--- config.mk ---
export PLATFORM = sky130hd
export DESIGN_NAME = ptmcc_timer
export DESIGN_NICKNAME = d
export VERILOG_FILES = /design/src/shared/ptmcc_pkg.sv /design/src/core/ptmcc_timer.sv
export SDC_FILE = /design/constraint.sdc
export NUM_CORES = 1
export LEC_CHECK = 0
export ABC_CLOCK_PERIOD_IN_PS = 3460
export BUFFER_PORTS_ARGS = -buffer_cell sky130_fd_sc_hd__buf_2
export CORE_AREA = 2 2 98 110
export CTS_CLUSTER_SIZE = 40
export DETAILED_ROUTE_END_ITERATION = 12
export DIE_AREA = 0 0 100 112
export GPL_TIMING_DRIVEN = 1
export PLACE_DENSITY = 0.79
export SETUP_SLACK_MARGIN = 0.05
export SYNTH_ARGS = -nofsm -noshare
export SYNTH_HDL_FRONTEND = slang
export SYNTH_SLANG_ARGS = --single-unit
--- constraint.sdc ---
create_clock -name mclk_in -period 3.46 [get_ports mclk_in]
set_input_delay 0.346 -clock mclk_in [delete_from_list [all_inputs] [get_ports mclk_in]]
set_output_delay 0.346 -clock mclk_in [all_outputs]
set_load 0.01 [all_outputs]
--- src/shared/ptmcc_pkg.sv ---
package ptmcc_pkg;
  // Register indices (byte registers, one per 32-bit word)
  localparam logic [3:0] REG_CTRL0 = 4'h0;
  localparam logic [3:0] REG_CTRL1 = 4'h1;
  localparam logic [3:0] REG_CTRL2 = 4'h2;
  localparam logic [3:0] REG_CNT_LO = 4'h3;
  localparam logic [3:0] REG_CNT_HI = 4'h4;
  localparam logic [3:0] REG_CMPA_LO = 4'h5;
  localparam logic [3:0] REG_CMPA_HI = 4'h6;
  localparam logic [3:0] REG_CAPB_LO = 4'h7;
  localparam logic [3:0] REG_CAPB_HI = 4'h8;
  localparam logic [3:0] REG_PER_LO = 4'h9;
  localparam logic [3:0] REG_PER_HI = 4'hA;
  localparam int ADDR_LSB = 2;
  localparam int IDX_W = 4;
  // Control field positions
  localparam int C0_PAUSE = 7;
  localparam int C0_CKS_LSB = 4;
  localparam int C0_ON = 3;
  localparam int C1_MODE_LSB = 6;
  localparam int C1_PIN_LSB = 4;
  localparam int C1_OLC = 3;
  localparam int C1_INV = 2;
  localparam int C1_CAPSRC = 1;
  localparam int C1_CLRSEL = 0;
  localparam int C2_CCLR_LSB = 1;
  localparam int C2_EDGE = 0;
  localparam logic [7:0] CTRL_RESET = 8'h00;
  localparam logic [7:0] C0_WMASK = 8'hF8;
  localparam logic [7:0] C2_WMASK = 8'h06;
  // Prescale terminal counts
  localparam int DIV_SYS4 = 4;
  localparam int DIV_H16 = 16;
  localparam int DIV_H64 = 64;
  localparam int PRE_W = 6;

  typedef enum logic [1:0] {MODE_CMP, MODE_CAP, MODE_PWM, MODE_TMR} ptmcc_mode_type;
  typedef enum logic [2:0] {
    CK_SYS4, CK_SYS, CK_H16, CK_H64, CK_SUB0, CK_SUB1, CK_EXT_RISE, CK_EXT_FALL
  } ptmcc_clk_type;

  // Wishbone slave request bundle
  typedef struct packed {
    logic cyc;
    logic stb;
    logic we;
    logic [3:0] sel;
    logic [31:0] adr;
    logic [31:0] dat;
  } ptmcc_wb_req_type;

  // Event flags toward the interrupt logic
  typedef struct packed {
    logic match_a_flag;
    logic match_p_flag;
  } ptmcc_flags_type;
endpackage

--- src/core/ptmcc_timer.sv ---
// Decided for this implementation: the register addresses and register access over Wishbone.
`timescale 1ns/1ns
// Operation
// 10-bit up-counter on selected clock source
// Comparators A and P watch counter
// Counter cleared by timer_on rise
// Auto clear on overflow, match, trigger
// Pause bit holds counter value
// Clock select picks counting clock
// Timer off stops counter, keeps value
// Timer_on rise restores initial output level
// Mode field selects operating mode
// Software turns timer off before mode change
// Match A drives output per pin function
// Level equal initial gives no change
// PWM mode pin function selects output
// Capture into compare A when clear 00
// Capture into A/B when clear nonzero
// Capture source pin or clock pin
// Output control bit sets initial/active level
// Software changes PWM pin function when off
// Invert bit inverts output
// Clear select: match A or P/overflow
// Capture clear field selects counter clears
// Latch edge flag reports capture edge
// Flags set; no P flag when A clears
// Counter advances once per qualified edge
module ptmcc_timer
  import ptmcc_pkg::*;
#(
  parameter int CNT_W = 10
)
(
  input wire logic mclk_in,
  input wire logic rst_b_in,
  input wire logic clk_en_in,
  input wire ptmcc_pkg::ptmcc_wb_req_type wb_req_in,
  output logic [31:0] wb_dat_out,
  output logic wb_ack_out,
  input wire logic high_clock_tick_in,
  input wire logic sub_clock_tick_in,
  input wire logic external_clock_pin_in,
  input wire logic capture_input_pin_in,
  output logic timer_out,
  output logic timer_oe_out,
  output ptmcc_pkg::ptmcc_flags_type flags_out
);
  import ptmcc_pkg::*;

  logic [7:0] ctrl0;
  logic [7:0] ctrl1;
  logic [2:0] ctrl2;
  logic [CNT_W-1:0] count;
  logic [CNT_W-1:0] cmp_a;
  logic [CNT_W-1:0] cap_b;
  logic [CNT_W-1:0] period;
  logic [PRE_W-1:0] pre_sys;
  logic [PRE_W-1:0] pre_h;
  logic ext_q;
  logic cap_q;
  logic on_q;
  logic out_lvl;
  logic pwm_lvl;
  logic pulse_done;
  logic next_tick;
  logic on_rise;
  logic hw_off;
  logic ext_rise;
  logic ext_fall;
  logic trig_rise;
  logic trig_fall;
  logic match_a;
  logic match_p;
  logic overflow;
  logic cnt_clear;
  logic wr_stb;
  logic [IDX_W-1:0] idx;
  logic [7:0] wbyte;
  ptmcc_mode_type mode;
  ptmcc_clk_type cks;
  logic [1:0] pin_fn;
  logic [1:0] cap_clr;
  logic cap_src;

  assign mode = ptmcc_mode_type'(ctrl1[C1_MODE_LSB +: 2]);
  assign cks = ptmcc_clk_type'(ctrl0[C0_CKS_LSB +: 3]);
  assign pin_fn = ctrl1[C1_PIN_LSB +: 2];
  assign cap_clr = ctrl2[C2_CCLR_LSB +: 2];
  assign cap_src = ctrl1[C1_CAPSRC];

  ////////////////////////////////////////////////////////////////////////////
  // Wishbone slave: ack one cycle after request, dropped the cycle after
  assign idx = wb_req_in.adr[ADDR_LSB +: IDX_W];
  assign wbyte = wb_req_in.dat[7:0];
  assign wr_stb = wb_req_in.cyc && wb_req_in.stb && wb_req_in.we && !wb_ack_out
                  && wb_req_in.sel[0] && clk_en_in;

  // Ack pulse; unmapped addresses still ack and read zero
  always_ff @(posedge mclk_in or negedge rst_b_in)
  begin
    if (!rst_b_in)
      wb_ack_out <= 1'b0;
    else if (clk_en_in)
      wb_ack_out <= wb_req_in.cyc && wb_req_in.stb && !wb_ack_out;
  end

  // Read data mux, registered
  always_ff @(posedge mclk_in or negedge rst_b_in)
  begin
    if (!rst_b_in)
      wb_dat_out <= 32'h0000_0000;
    else if (clk_en_in)
    begin
      wb_dat_out <= 32'h0000_0000;
      case (idx)
        REG_CTRL0: wb_dat_out[7:0] <= ctrl0 & C0_WMASK;
        REG_CTRL1: wb_dat_out[7:0] <= ctrl1;
        REG_CTRL2: wb_dat_out[2:0] <= ctrl2;
        REG_CNT_LO: wb_dat_out[7:0] <= count[7:0];
        REG_CNT_HI: wb_dat_out[CNT_W-9:0] <= count[CNT_W-1:8];
        REG_CMPA_LO: wb_dat_out[7:0] <= cmp_a[7:0];
        REG_CMPA_HI: wb_dat_out[CNT_W-9:0] <= cmp_a[CNT_W-1:8];
        REG_CAPB_LO: wb_dat_out[7:0] <= cap_b[7:0];
        REG_CAPB_HI: wb_dat_out[CNT_W-9:0] <= cap_b[CNT_W-1:8];
        REG_PER_LO: wb_dat_out[7:0] <= period[7:0];
        REG_PER_HI: wb_dat_out[CNT_W-9:0] <= period[CNT_W-1:8];
        default: wb_dat_out <= 32'h0000_0000;
      endcase
    end
  end

  ////////////////////////////////////////////////////////////////////////////
  // Control registers; single pulse match A clears timer_on itself
  always_ff @(posedge mclk_in or negedge rst_b_in)
  begin
    if (!rst_b_in)
    begin
      ctrl0 <= CTRL_RESET;
      ctrl1 <= CTRL_RESET;
    end
    else if (clk_en_in)
    begin
      if (wr_stb && idx == REG_CTRL0)
        ctrl0 <= wbyte & C0_WMASK;
      else if (hw_off)
        ctrl0[C0_ON] <= 1'b0;
      else if (mode == MODE_PWM && pin_fn == 2'b11 && !ctrl0[C0_ON] && ext_rise)
        ctrl0[C0_ON] <= 1'b1; // Clock pin edge starts a single pulse
      if (wr_stb && idx == REG_CTRL1)
        ctrl1 <= wbyte;
    end
  end

  // Capture clear field; latch edge flag is hardware owned, moved only by capturing edges
  always_ff @(posedge mclk_in or negedge rst_b_in)
  begin
    if (!rst_b_in)
      ctrl2 <= 3'b000;
    else if (clk_en_in)
    begin
      if (wr_stb && idx == REG_CTRL2)
        ctrl2[2:1] <= wbyte[2:1];
      if (mode == MODE_CAP && ctrl0[C0_ON] && pin_fn != 2'b11)
      begin
        if (trig_rise && pin_fn != 2'b01)
          ctrl2[C2_EDGE] <= 1'b1;
        else if (trig_fall && pin_fn != 2'b00)
          ctrl2[C2_EDGE] <= 1'b0;
      end
    end
  end

  ////////////////////////////////////////////////////////////////////////////
  // Prescalers and edge detectors; pins are synchronous already
  always_ff @(posedge mclk_in or negedge rst_b_in)
  begin
    if (!rst_b_in)
    begin
      pre_sys <= '0;
      pre_h <= '0;
      ext_q <= 1'b0;
      cap_q <= 1'b0;
      on_q <= 1'b0;
    end
    else if (clk_en_in)
    begin
      pre_sys <= (pre_sys == PRE_W'(DIV_SYS4 - 1)) ? '0 : pre_sys + 1'b1;
      if (high_clock_tick_in)
        pre_h <= pre_h + 1'b1;
      ext_q <= external_clock_pin_in;
      cap_q <= capture_input_pin_in;
      on_q <= ctrl0[C0_ON];
    end
  end

  assign ext_rise = external_clock_pin_in && !ext_q;
  assign ext_fall = !external_clock_pin_in && ext_q;
  assign on_rise = ctrl0[C0_ON] && !on_q;
  // Trigger source select
  assign trig_rise = cap_src ? ext_rise : (capture_input_pin_in && !cap_q);
  assign trig_fall = cap_src ? ext_fall : (!capture_input_pin_in && cap_q);

  // Count clock select; gated prescalers cost less than extra clock domains
  always_comb
  begin
    next_tick = 1'b0;
    case (cks)
      CK_SYS4: next_tick = (pre_sys == PRE_W'(DIV_SYS4 - 1));
      CK_SYS: next_tick = 1'b1;
      CK_H16: next_tick = high_clock_tick_in && (pre_h[3:0] == 4'(DIV_H16 - 1));
      CK_H64: next_tick = high_clock_tick_in && (pre_h == PRE_W'(DIV_H64 - 1));
      CK_SUB0, CK_SUB1: next_tick = sub_clock_tick_in;
      CK_EXT_RISE: next_tick = ext_rise;
      CK_EXT_FALL: next_tick = ext_fall;
      default: next_tick = 1'b0;
    endcase
  end

  ////////////////////////////////////////////////////////////////////////////
  // Comparators; period zero means full 1024 count
  assign match_a = next_tick && (count == cmp_a);
  assign match_p = next_tick && (count == period - 1'b1) && (period != '0);
  assign overflow = next_tick && (&count);
  assign hw_off = ctrl0[C0_ON] && !ctrl0[C0_PAUSE] && mode == MODE_PWM
                  && pin_fn == 2'b11 && match_a;

  // Clear condition per mode; a zero compare A never clears, so the count wraps
  always_comb
  begin
    cnt_clear = 1'b0;
    case (mode)
      MODE_CMP, MODE_TMR: cnt_clear = ctrl1[C1_CLRSEL] ? (match_a && cmp_a != '0)
                                      : (match_p || overflow);
      MODE_CAP: cnt_clear = match_p || overflow
                            || (cap_clr[0] && trig_rise)
                            || (cap_clr[1] && trig_fall);
      MODE_PWM: cnt_clear = match_p || overflow;
      default: cnt_clear = 1'b0;
    endcase
  end

  // Counter: cleared on turn-on, held when off or paused
  always_ff @(posedge mclk_in or negedge rst_b_in)
  begin
    if (!rst_b_in)
      count <= '0;
    else if (clk_en_in)
    begin
      if (on_rise)
        count <= '0;
      else if (ctrl0[C0_ON] && !ctrl0[C0_PAUSE])
      begin
        if (mode == MODE_CAP && cnt_clear)
          count <= '0;
        else if (next_tick)
          count <= cnt_clear ? '0 : count + 1'b1;
      end
    end
  end

  ////////////////////////////////////////////////////////////////////////////
  // Compare, capture and period registers; capture in capture mode
  always_ff @(posedge mclk_in or negedge rst_b_in)
  begin
    if (!rst_b_in)
    begin
      cmp_a <= '0;
      cap_b <= '0;
      period <= '0;
    end
    else if (clk_en_in)
    begin
      if (wr_stb && idx == REG_CMPA_LO) cmp_a[7:0] <= wbyte;
      if (wr_stb && idx == REG_CMPA_HI) cmp_a[CNT_W-1:8] <= wbyte[CNT_W-9:0];
      if (wr_stb && idx == REG_CAPB_LO) cap_b[7:0] <= wbyte;
      if (wr_stb && idx == REG_CAPB_HI) cap_b[CNT_W-1:8] <= wbyte[CNT_W-9:0];
      if (wr_stb && idx == REG_PER_LO) period[7:0] <= wbyte;
      if (wr_stb && idx == REG_PER_HI) period[CNT_W-1:8] <= wbyte[CNT_W-9:0];
      if (mode == MODE_CAP && ctrl0[C0_ON] && pin_fn != 2'b11)
      begin
        if (cap_clr == 2'b00)
        begin
          if ((pin_fn != 2'b01 && trig_rise) || (pin_fn != 2'b00 && trig_fall))
            cmp_a <= count;
        end
        else
        begin
          if (pin_fn != 2'b01 && trig_rise)
            cap_b <= count;
          if (pin_fn != 2'b00 && trig_fall)
            cmp_a <= count;
        end
      end
    end
  end

  ////////////////////////////////////////////////////////////////////////////
  // Event flags; P flag suppressed when match A clears
  always_ff @(posedge mclk_in or negedge rst_b_in)
  begin
    if (!rst_b_in)
      flags_out <= '0;
    else if (clk_en_in)
    begin
      flags_out.match_a_flag <= ctrl0[C0_ON] && !ctrl0[C0_PAUSE]
                                && (mode == MODE_CAP ? ((trig_rise && pin_fn != 2'b01)
                                    || (trig_fall && pin_fn != 2'b00)) && pin_fn != 2'b11
                                    : match_a && cmp_a != '0);
      flags_out.match_p_flag <= ctrl0[C0_ON] && !ctrl0[C0_PAUSE] && (match_p || overflow)
                                && !((mode == MODE_CMP || mode == MODE_TMR)
                                     && ctrl1[C1_CLRSEL]);
    end
  end

  // Output state: compare-match level, PWM level and single-pulse state
  always_ff @(posedge mclk_in or negedge rst_b_in)
  begin
    if (!rst_b_in)
    begin
      out_lvl <= 1'b0;
      pwm_lvl <= 1'b0;
      pulse_done <= 1'b0;
    end
    else if (clk_en_in)
    begin
      if (on_rise)
      begin
        out_lvl <= ctrl1[C1_OLC];
        pwm_lvl <= 1'b1;
        pulse_done <= 1'b0;
      end
      else if (ctrl0[C0_ON] && !ctrl0[C0_PAUSE])
      begin
        if (mode == MODE_CMP && match_a && cmp_a != '0)
        begin
          case (pin_fn)
            2'b01: out_lvl <= 1'b0;
            2'b10: out_lvl <= 1'b1;
            2'b11: out_lvl <= !out_lvl;
            default: out_lvl <= out_lvl;
          endcase
        end
        if (match_p || overflow)
          pwm_lvl <= 1'b1;
        else if (match_a)
          pwm_lvl <= 1'b0; // Duty ends at match A
      end
      if (hw_off)
        pulse_done <= 1'b1;
    end
  end

  // Pin drive: active level and inversion; undriven in capture and timer/counter modes
  always_comb
  begin
    logic lvl;
    lvl = 1'b0;
    case (mode)
      MODE_CMP: lvl = out_lvl;
      MODE_PWM:
        case (pin_fn)
          2'b00: lvl = !ctrl1[C1_OLC];
          2'b01: lvl = ctrl1[C1_OLC];
          2'b10: lvl = pwm_lvl ? ctrl1[C1_OLC] : !ctrl1[C1_OLC];
          default: lvl = (ctrl0[C0_ON] && !pulse_done) ? ctrl1[C1_OLC]
                         : !ctrl1[C1_OLC];
        endcase
      default: lvl = 1'b0;
    endcase
    timer_out = lvl ^ ctrl1[C1_INV];
    timer_oe_out = (mode == MODE_CMP || mode == MODE_PWM);
  end
endmodule

# == Word-level counts from Yosys, hierarchy flattened ==
# Index checks and enable logic that the tools add are counted.
# totals
register_bits,85
inputBits,78
output_inout_bits,37
elab_cells,200
# op_classes
add_sub_neg,4
n_eq_ne,30
n_mux,45
bitwise,1
reduce_logical,98
# ops
op,count
2-to-1 mux 10 bit,12
logical AND 1 bit,49
case mux 5 bit (6 select lines),1
== test 10 bit,2
2-to-1 mux 1 bit,20
case mux 2 bit (10 select lines),1
nonzero test 10 bit,2
"== test 4 x 3 -> 1 bit, second input constant",4
"== test 4 bit, second input constant",4
2-to-1 mux 8 bit,2
AND reduction 2 bit,8
"adder 6 x 1 -> 6 bit, second input constant",2
"== test 3 bit, second input constant",4
logical NOT 1 bit,12
"adder 10 x 1 -> 10 bit, second input constant",1
AND reduction 10 bit,1
nonzero test 2 bit,5
"subtractor 10 x 1 -> 10 bit, second input constant",1
case mux 1 bit (3 select lines),3
AND reduction 3 bit,3
nonzero test 3 bit,3
"== test 2 bit, second input constant",4
"== test 4 x 2 -> 1 bit, second input constant",2
case mux 1 bit (7 select lines),1
20 further kinds,31

# == Logic depth before layout (Yosys ltp) ==
# logic_depth
word_depth,14
ltp_mapped,9
ltp_nobuf,9

# == Least setup slack after synthesis ==
# OpenSTA, ideal clock, no wires.
# synth_path
path_type,register -> register
startpoint,register period[0]
endpoint,register count[5]
setup_ns,0.137
t_arrival_ns,2.649
t_required_ns,3.323
setup_slack_ns,0.674
path_stages_with_launch,9
path_buffers,0
synth_period_minus_slack_ns,2.786
path_cell_list,dfrtp_1 inv_1 ha_1 xnor2_1 or3_1 or4_1 o41a_1 o31ai_4 o221ai_2
# synth_via
elab_chain_cells,13
word_cells_on_any_way,18
classes_between,1 x add/sub; 1 x eq/ne; 7 x mux; 9 x reduce/logical
# synth_lines
element,line,rtl
from (decl),ptmcc_timer.sv:56,logic [CNT_W-1:0] period;
from (signal assigned),ptmcc_timer.sv:277,if (wr_stb && idx == REG_PER_LO) period[7:0] <= wbyte;
"from (signal, indexed assignment)",ptmcc_timer.sv:278,if (wr_stb && idx == REG_PER_HI) period[CNT_W-1:8] <= wbyte[CNT_W-9:0];
subtractor 10 x 1 -> 10 bit,ptmcc_timer.sv:222,assign match_p = next_tick && (count == period - 1'b1) && (period != '0);
== test 10 bit,ptmcc_timer.sv:222,
logical AND 1 bit,ptmcc_timer.sv:222,
logical AND 1 bit *,ptmcc_timer.sv:222,
logical OR 1 bit *,"ptmcc_timer.sv:233, ptmcc_timer.sv:234, ptmcc_timer.sv:237",
logical OR 1 bit,ptmcc_timer.sv:235,|| (cap_clr[0] && trig_rise)
logical OR 1 bit,ptmcc_timer.sv:236,|| (cap_clr[1] && trig_fall);
case mux 1 bit (3 select lines) *,ptmcc_timer.sv:231,case (mode)
2-to-1 mux 10 bit,ptmcc_timer.sv:256,count <= cnt_clear ? '0 : count + 1'b1;
2-to-1 mux 10 bit,ptmcc_timer.sv:255,else if (next_tick)
2-to-1 mux 10 bit,ptmcc_timer.sv:253,if (mode == MODE_CAP && cnt_clear)
2-to-1 mux 10 bit,ptmcc_timer.sv:251,else if (ctrl0[C0_ON] && !ctrl0[C0_PAUSE])
2-to-1 mux 10 bit,ptmcc_timer.sv:249,if (on_rise)
to (signal assigned),ptmcc_timer.sv:256,
to (decl),ptmcc_timer.sv:53,logic [CNT_W-1:0] count;
# Mark *: on every way between the ends. The rest lies on a longest branch, timed or not. The select of a mux whose other input is x is not followed.
# A chain may end at the register's enable or synchronous reset.

# == Worst setup path in the final report ==
# layout_path
startpoint,register period[0]
endpoint,register count[2]
# The elaborated chain is that of the path after synthesis.

==> results.rst <==
.. list-table::
   :header-rows: 1

   * - Metric
     - Value
   * - Outcome
     - complete, no violations
   * - CP Launch Type
     - register
   * - Maximum clock path buffer count
     - 2
   * - Count of final max-slew check failures
     - 0
   * - Async SR Flop Fraction
     - 100%
   * - Global-route wire length before repair
     - 23600 µm
   * - Sequential fraction of the synthesis area
     - between 30% and 40%
   * - TritonCTS clock tree
     - built
   * - Number of filler cells placed in the layout
     - 888
   * - Post-Place Worst Slack
     - between 200 and 300 ps
   * - Cell types with the highest counts after synthesis
     - 85 x sky130_fd_sc_hd__dfrtp_1, 59 x sky130_fd_sc_hd__nand2_1, 52 x sky130_fd_sc_hd__nor2_1, 39 x sky130_fd_sc_hd__a21oi_1, 37 x sky130_fd_sc_hd__o21ai_0
   * - Worst skew pair latency
     - 340 ps
   * - Remaining DRCs
     - 0
   * - Data arrival, critical path
     - 3420 ps
   * - Synth top area share
     - around 39%
   * - Number of nets in the final layout
     - a little over 700
   * - Maximum level of the CTS H-tree
     - 3
   * - Final critical-path required period
     - 3220 ps
   * - Max-capacitance violation count
     - 0
   * - Remaining global-route overflow
     - 0
   * - Instance count of the mapped netlist
     - ~600
   * - Highest-delay cell along the critical path
     - sky130_fd_sc_hd__or4_1
   * - Buffer cell driving the clock tree root
     - sky130_fd_sc_hd__clkbuf_16
   * - Number of antenna violations at the first check in global routing
     - 0
   * - RR Endpoint
     - count[2]
   * - Critical Path Source
     - period[0]
   * - Mean post-synth cell area
     - 8.96 µm²
   * - Yosys warnings
     - 0
   * - Cell chain of the critical path
     - inv_1 > ha_1 > and2_1 > a21oi_1 > or3_1 > or4_1 > o41a_1 > o31ai_4 > o311ai_1
   * - Count of clock tree sinks
     - 85
   * - Number of flip-flops and latches in the synthesized netlist
     - between 80 and 90
   * - Die boundary height
     - between 100 and 150 µm
   * - Final TNS setup
     - 0 ps
   * - Unrepaired setup endpoints after global routing
     - false
   * - Main area contributors after synthesis
     - sky130_fd_sc_hd__dfrtp_1 39%, sky130_fd_sc_hd__mux2_2 5.2%, sky130_fd_sc_hd__nand2_1 4.1%
   * - Number of global-route vias before repair
     - around 4500
   * - Horizontal die dimension
     - about 100 µm
   * - Final estimated routing congestion in global placement
     - 0.971
   * - Num rows
     - 39
   * - Number of buffer cells added on primary ports
     - 35
   * - Setup bufs post-CTS
     - 0
   * - First-pass detailed-route iteration total
     - 7
   * - Worst setup EP type
     - register
   * - Worst-margin pin slew
     - roughly 1000 ps
   * - Placed instance count
     - ~750
   * - Leading register cell type out of synthesis
     - sky130_fd_sc_hd__dfrtp_1
   * - Smallest hold slack
     - 177 ps
   * - Clock transition at path regs
     - roughly 60 ps
   * - Final worst-path setup slack
     - between 200 and 250 ps
   * - Highest Clock Rate
     - about 310 MHz
   * - Worst min-delay path class
     - primary input to async pin
   * - Layout-stage area growth over the synthesis result
     - 9.92%
   * - Starting DRT DRC Count
     - 540
   * - Floorplan die area
     - 11200 µm²
   * - Power density normalized to cell area
     - 504 nW/µm²
   * - Netlist cell types
     - 67
   * - Total global-route track usage
     - between 20% and 30%
   * - HPWL after detailed placement
     - between 10000 and 15000 µm
   * - Via count
     - approximately 4800
   * - Critical Path Fanout Max
     - 9
   * - Setup slack on the worst flop-to-flop path
     - roughly 240 ps
   * - Leak
     - roughly 2.6 nW
   * - Fin. Hold Viols
     - 0
   * - Final setup violation count
     - 0
   * - Total core area
     - approximately 10000 µm²
   * - Largest voltage drop on the vdd net
     - between 0.0003 and 0.0004 V
   * - Max-slew headroom at the worst pin
     - 30.8%
   * - Delay of the slowest critical-path stage
     - 540 ps
   * - TritonCTS buffer count
     - 9
   * - Top-count cell post-synth
     - sky130_fd_sc_hd__dfrtp_1
   * - Startpoint of the worst-slack reg-to-reg timing path
     - period[0]
   * - Detailed Route WL
     - between 10000 and 15000 µm
   * - Post-cts hold buffer count
     - 0
   * - Vias per cell
     - between 6 and 7
   * - Pin count of the biggest net entering global routing
     - between 80 and 90
   * - Number of antenna diodes
     - 0
   * - Effective utilization at floorplan
     - 53.3%
   * - Data required time of the worst path
     - about 3700 ps
   * - Number of cells traversed by the worst register-to-register path
     - 9
   * - Number of instances resized during post-cts repair
     - 0
   * - Count of pins on the block boundary
     - 115
   * - Number of enable flip-flop cells after synthesis
     - 0
   * - Number of non-filler instances in the completed layout
     - 761
   * - Detail Route Antenna Nets
     - 0
   * - Fraction of layout instances using a drive strength above 1
     - approximately 17%
   * - Crit share post-route
     - just over 90%
   * - Critical path class
     - register to register
   * - Clock skew after layout
     - 5.67 ps
   * - Leading area contributor after synthesis
     - sky130_fd_sc_hd__dfrtp_1
   * - Mean routed wirelength per cell
     - between 15 and 20 µm
   * - Synthesized cell area
     - about 5400 µm²
==> where the power goes <==
part,leakage [nW],switching (W),internal [W],total [W]
combinational,1.41,0.000387,0.000297,0.000684
clock,0.149,0.000410,0.000584,0.000995
sequential,1.07,0.000180,0.00114,0.00132
==> through the flow <==
stage | total power, W | area (µm²) | util [%]
2_1_floorplan | 0.00179 | 5500 | -
3_3_place_gp | 0.00197 | 5640 | 55.6
3_5_place_dp | 0.00200 | 5640 | 55.6
4_1_cts | 0.00301 | 5950 | 58.6
5_1_grt | 0.00315 | 5950 | 58.6
6_report | 0.00300 | 5950 | 58.6
==> registers in the layout, indices dropped and copies added, names as in the netlist <==
name and count:
cap_b 10, cap_q 1, cmp_a 10, count 10, ctrl0 5, ctrl1 8
ctrl2 3, ext_q 1, flags_out 2, on_q 1, out_lvl 1, period 10
pre_h 6, pre_sys 6, pulse_done 1, pwm_lvl 1, wb_ack_out 1, wb_dat_out 8
==> metal layers <==
layer | vias up | track usage, % | wire [µm]
met4 | 0 | 10.4 | 456
met2 | 251 | 44.1 | 7190
met3 | 44 | 5.84 | 1240
li1 | 2197 | - | -
met5 | - | 0 | 0
met1 | 2327 | 36.1 | 5920
==> worst max-delay path by stage <==
stage                    end  slack (ps)  depth (start not counted)
global placement    count[4]         340                          9
global route        count[3]         110                          9
detailed placement  count[3]         290                          9
floorplan           count[5]         670                          8
finish              count[2]         240                          9
CTS                 count[3]         290                          9
==> layout by cell type (no fill, tap or decap), drive strengths merged, types with 18 or more instances in the layout <==
| cell type | synthesis | final |
|---|---|---|
| xnor2 | 21 | 21 |
| nor2 | 52 | 52 |
| nand2 | 59 | 59 |
| a21oi | 39 | 39 |
| mux2 | 25 | 25 |
| inv | 18 | 20 |
| buf | 29 | 51 |
| o21ai | 39 | 39 |
| dfrtp | 85 | 85 |
| a22oi | 18 | 18 |
| conb | 1 | 24 |
| nand3 | 19 | 19 |
==> cell families (layout without fill, tap and decap cells) <==
| family | Yosys count | in the layout | synth area share, % |
|---|---|---|---|
| xor+xnor | 30 | 30 | 4.86 |
| flops | 85 | 85 | 39.3 |
| other cells | 1 | 24 | 0.0693 |
| compound gates | 159 | 159 | 19.5 |
| fa+ha+maj | 11 | 11 | 2.54 |
| simple gates | 210 | 210 | 19.2 |
| mux | 34 | 34 | 7.56 |
| buf+inv | 74 | 85 | 6.96 |
==> critical path, delay by kind of cell (launching register included) <==
| family | cells | cell delay, ps |
|---|---|---|
| compound gates | 4 | 1220 |
| simple gates | 3 | 1030 |
| fa+ha+maj | 1 | 260 |
| buf+inv | 1 | 100 |
| flops | 1 | 460 |
==> area by class of cell <==
type | count | area, µm² | area share (%)
Clock buffer | 10 | 239 | 4.02
Clock inverter | 6 | 68.8 | 1.16
Inverter | 18 | 67.6 | 1.14
Multi-Input combinational cell | 468 | 2990 | 50.3
Sequential cell | 85 | 2130 | 35.8
Tap cell | 123 | 154 | 2.59
Timing Repair Buffer | 51 | 298 | 5.01
(Power assumes the default switching activity.)
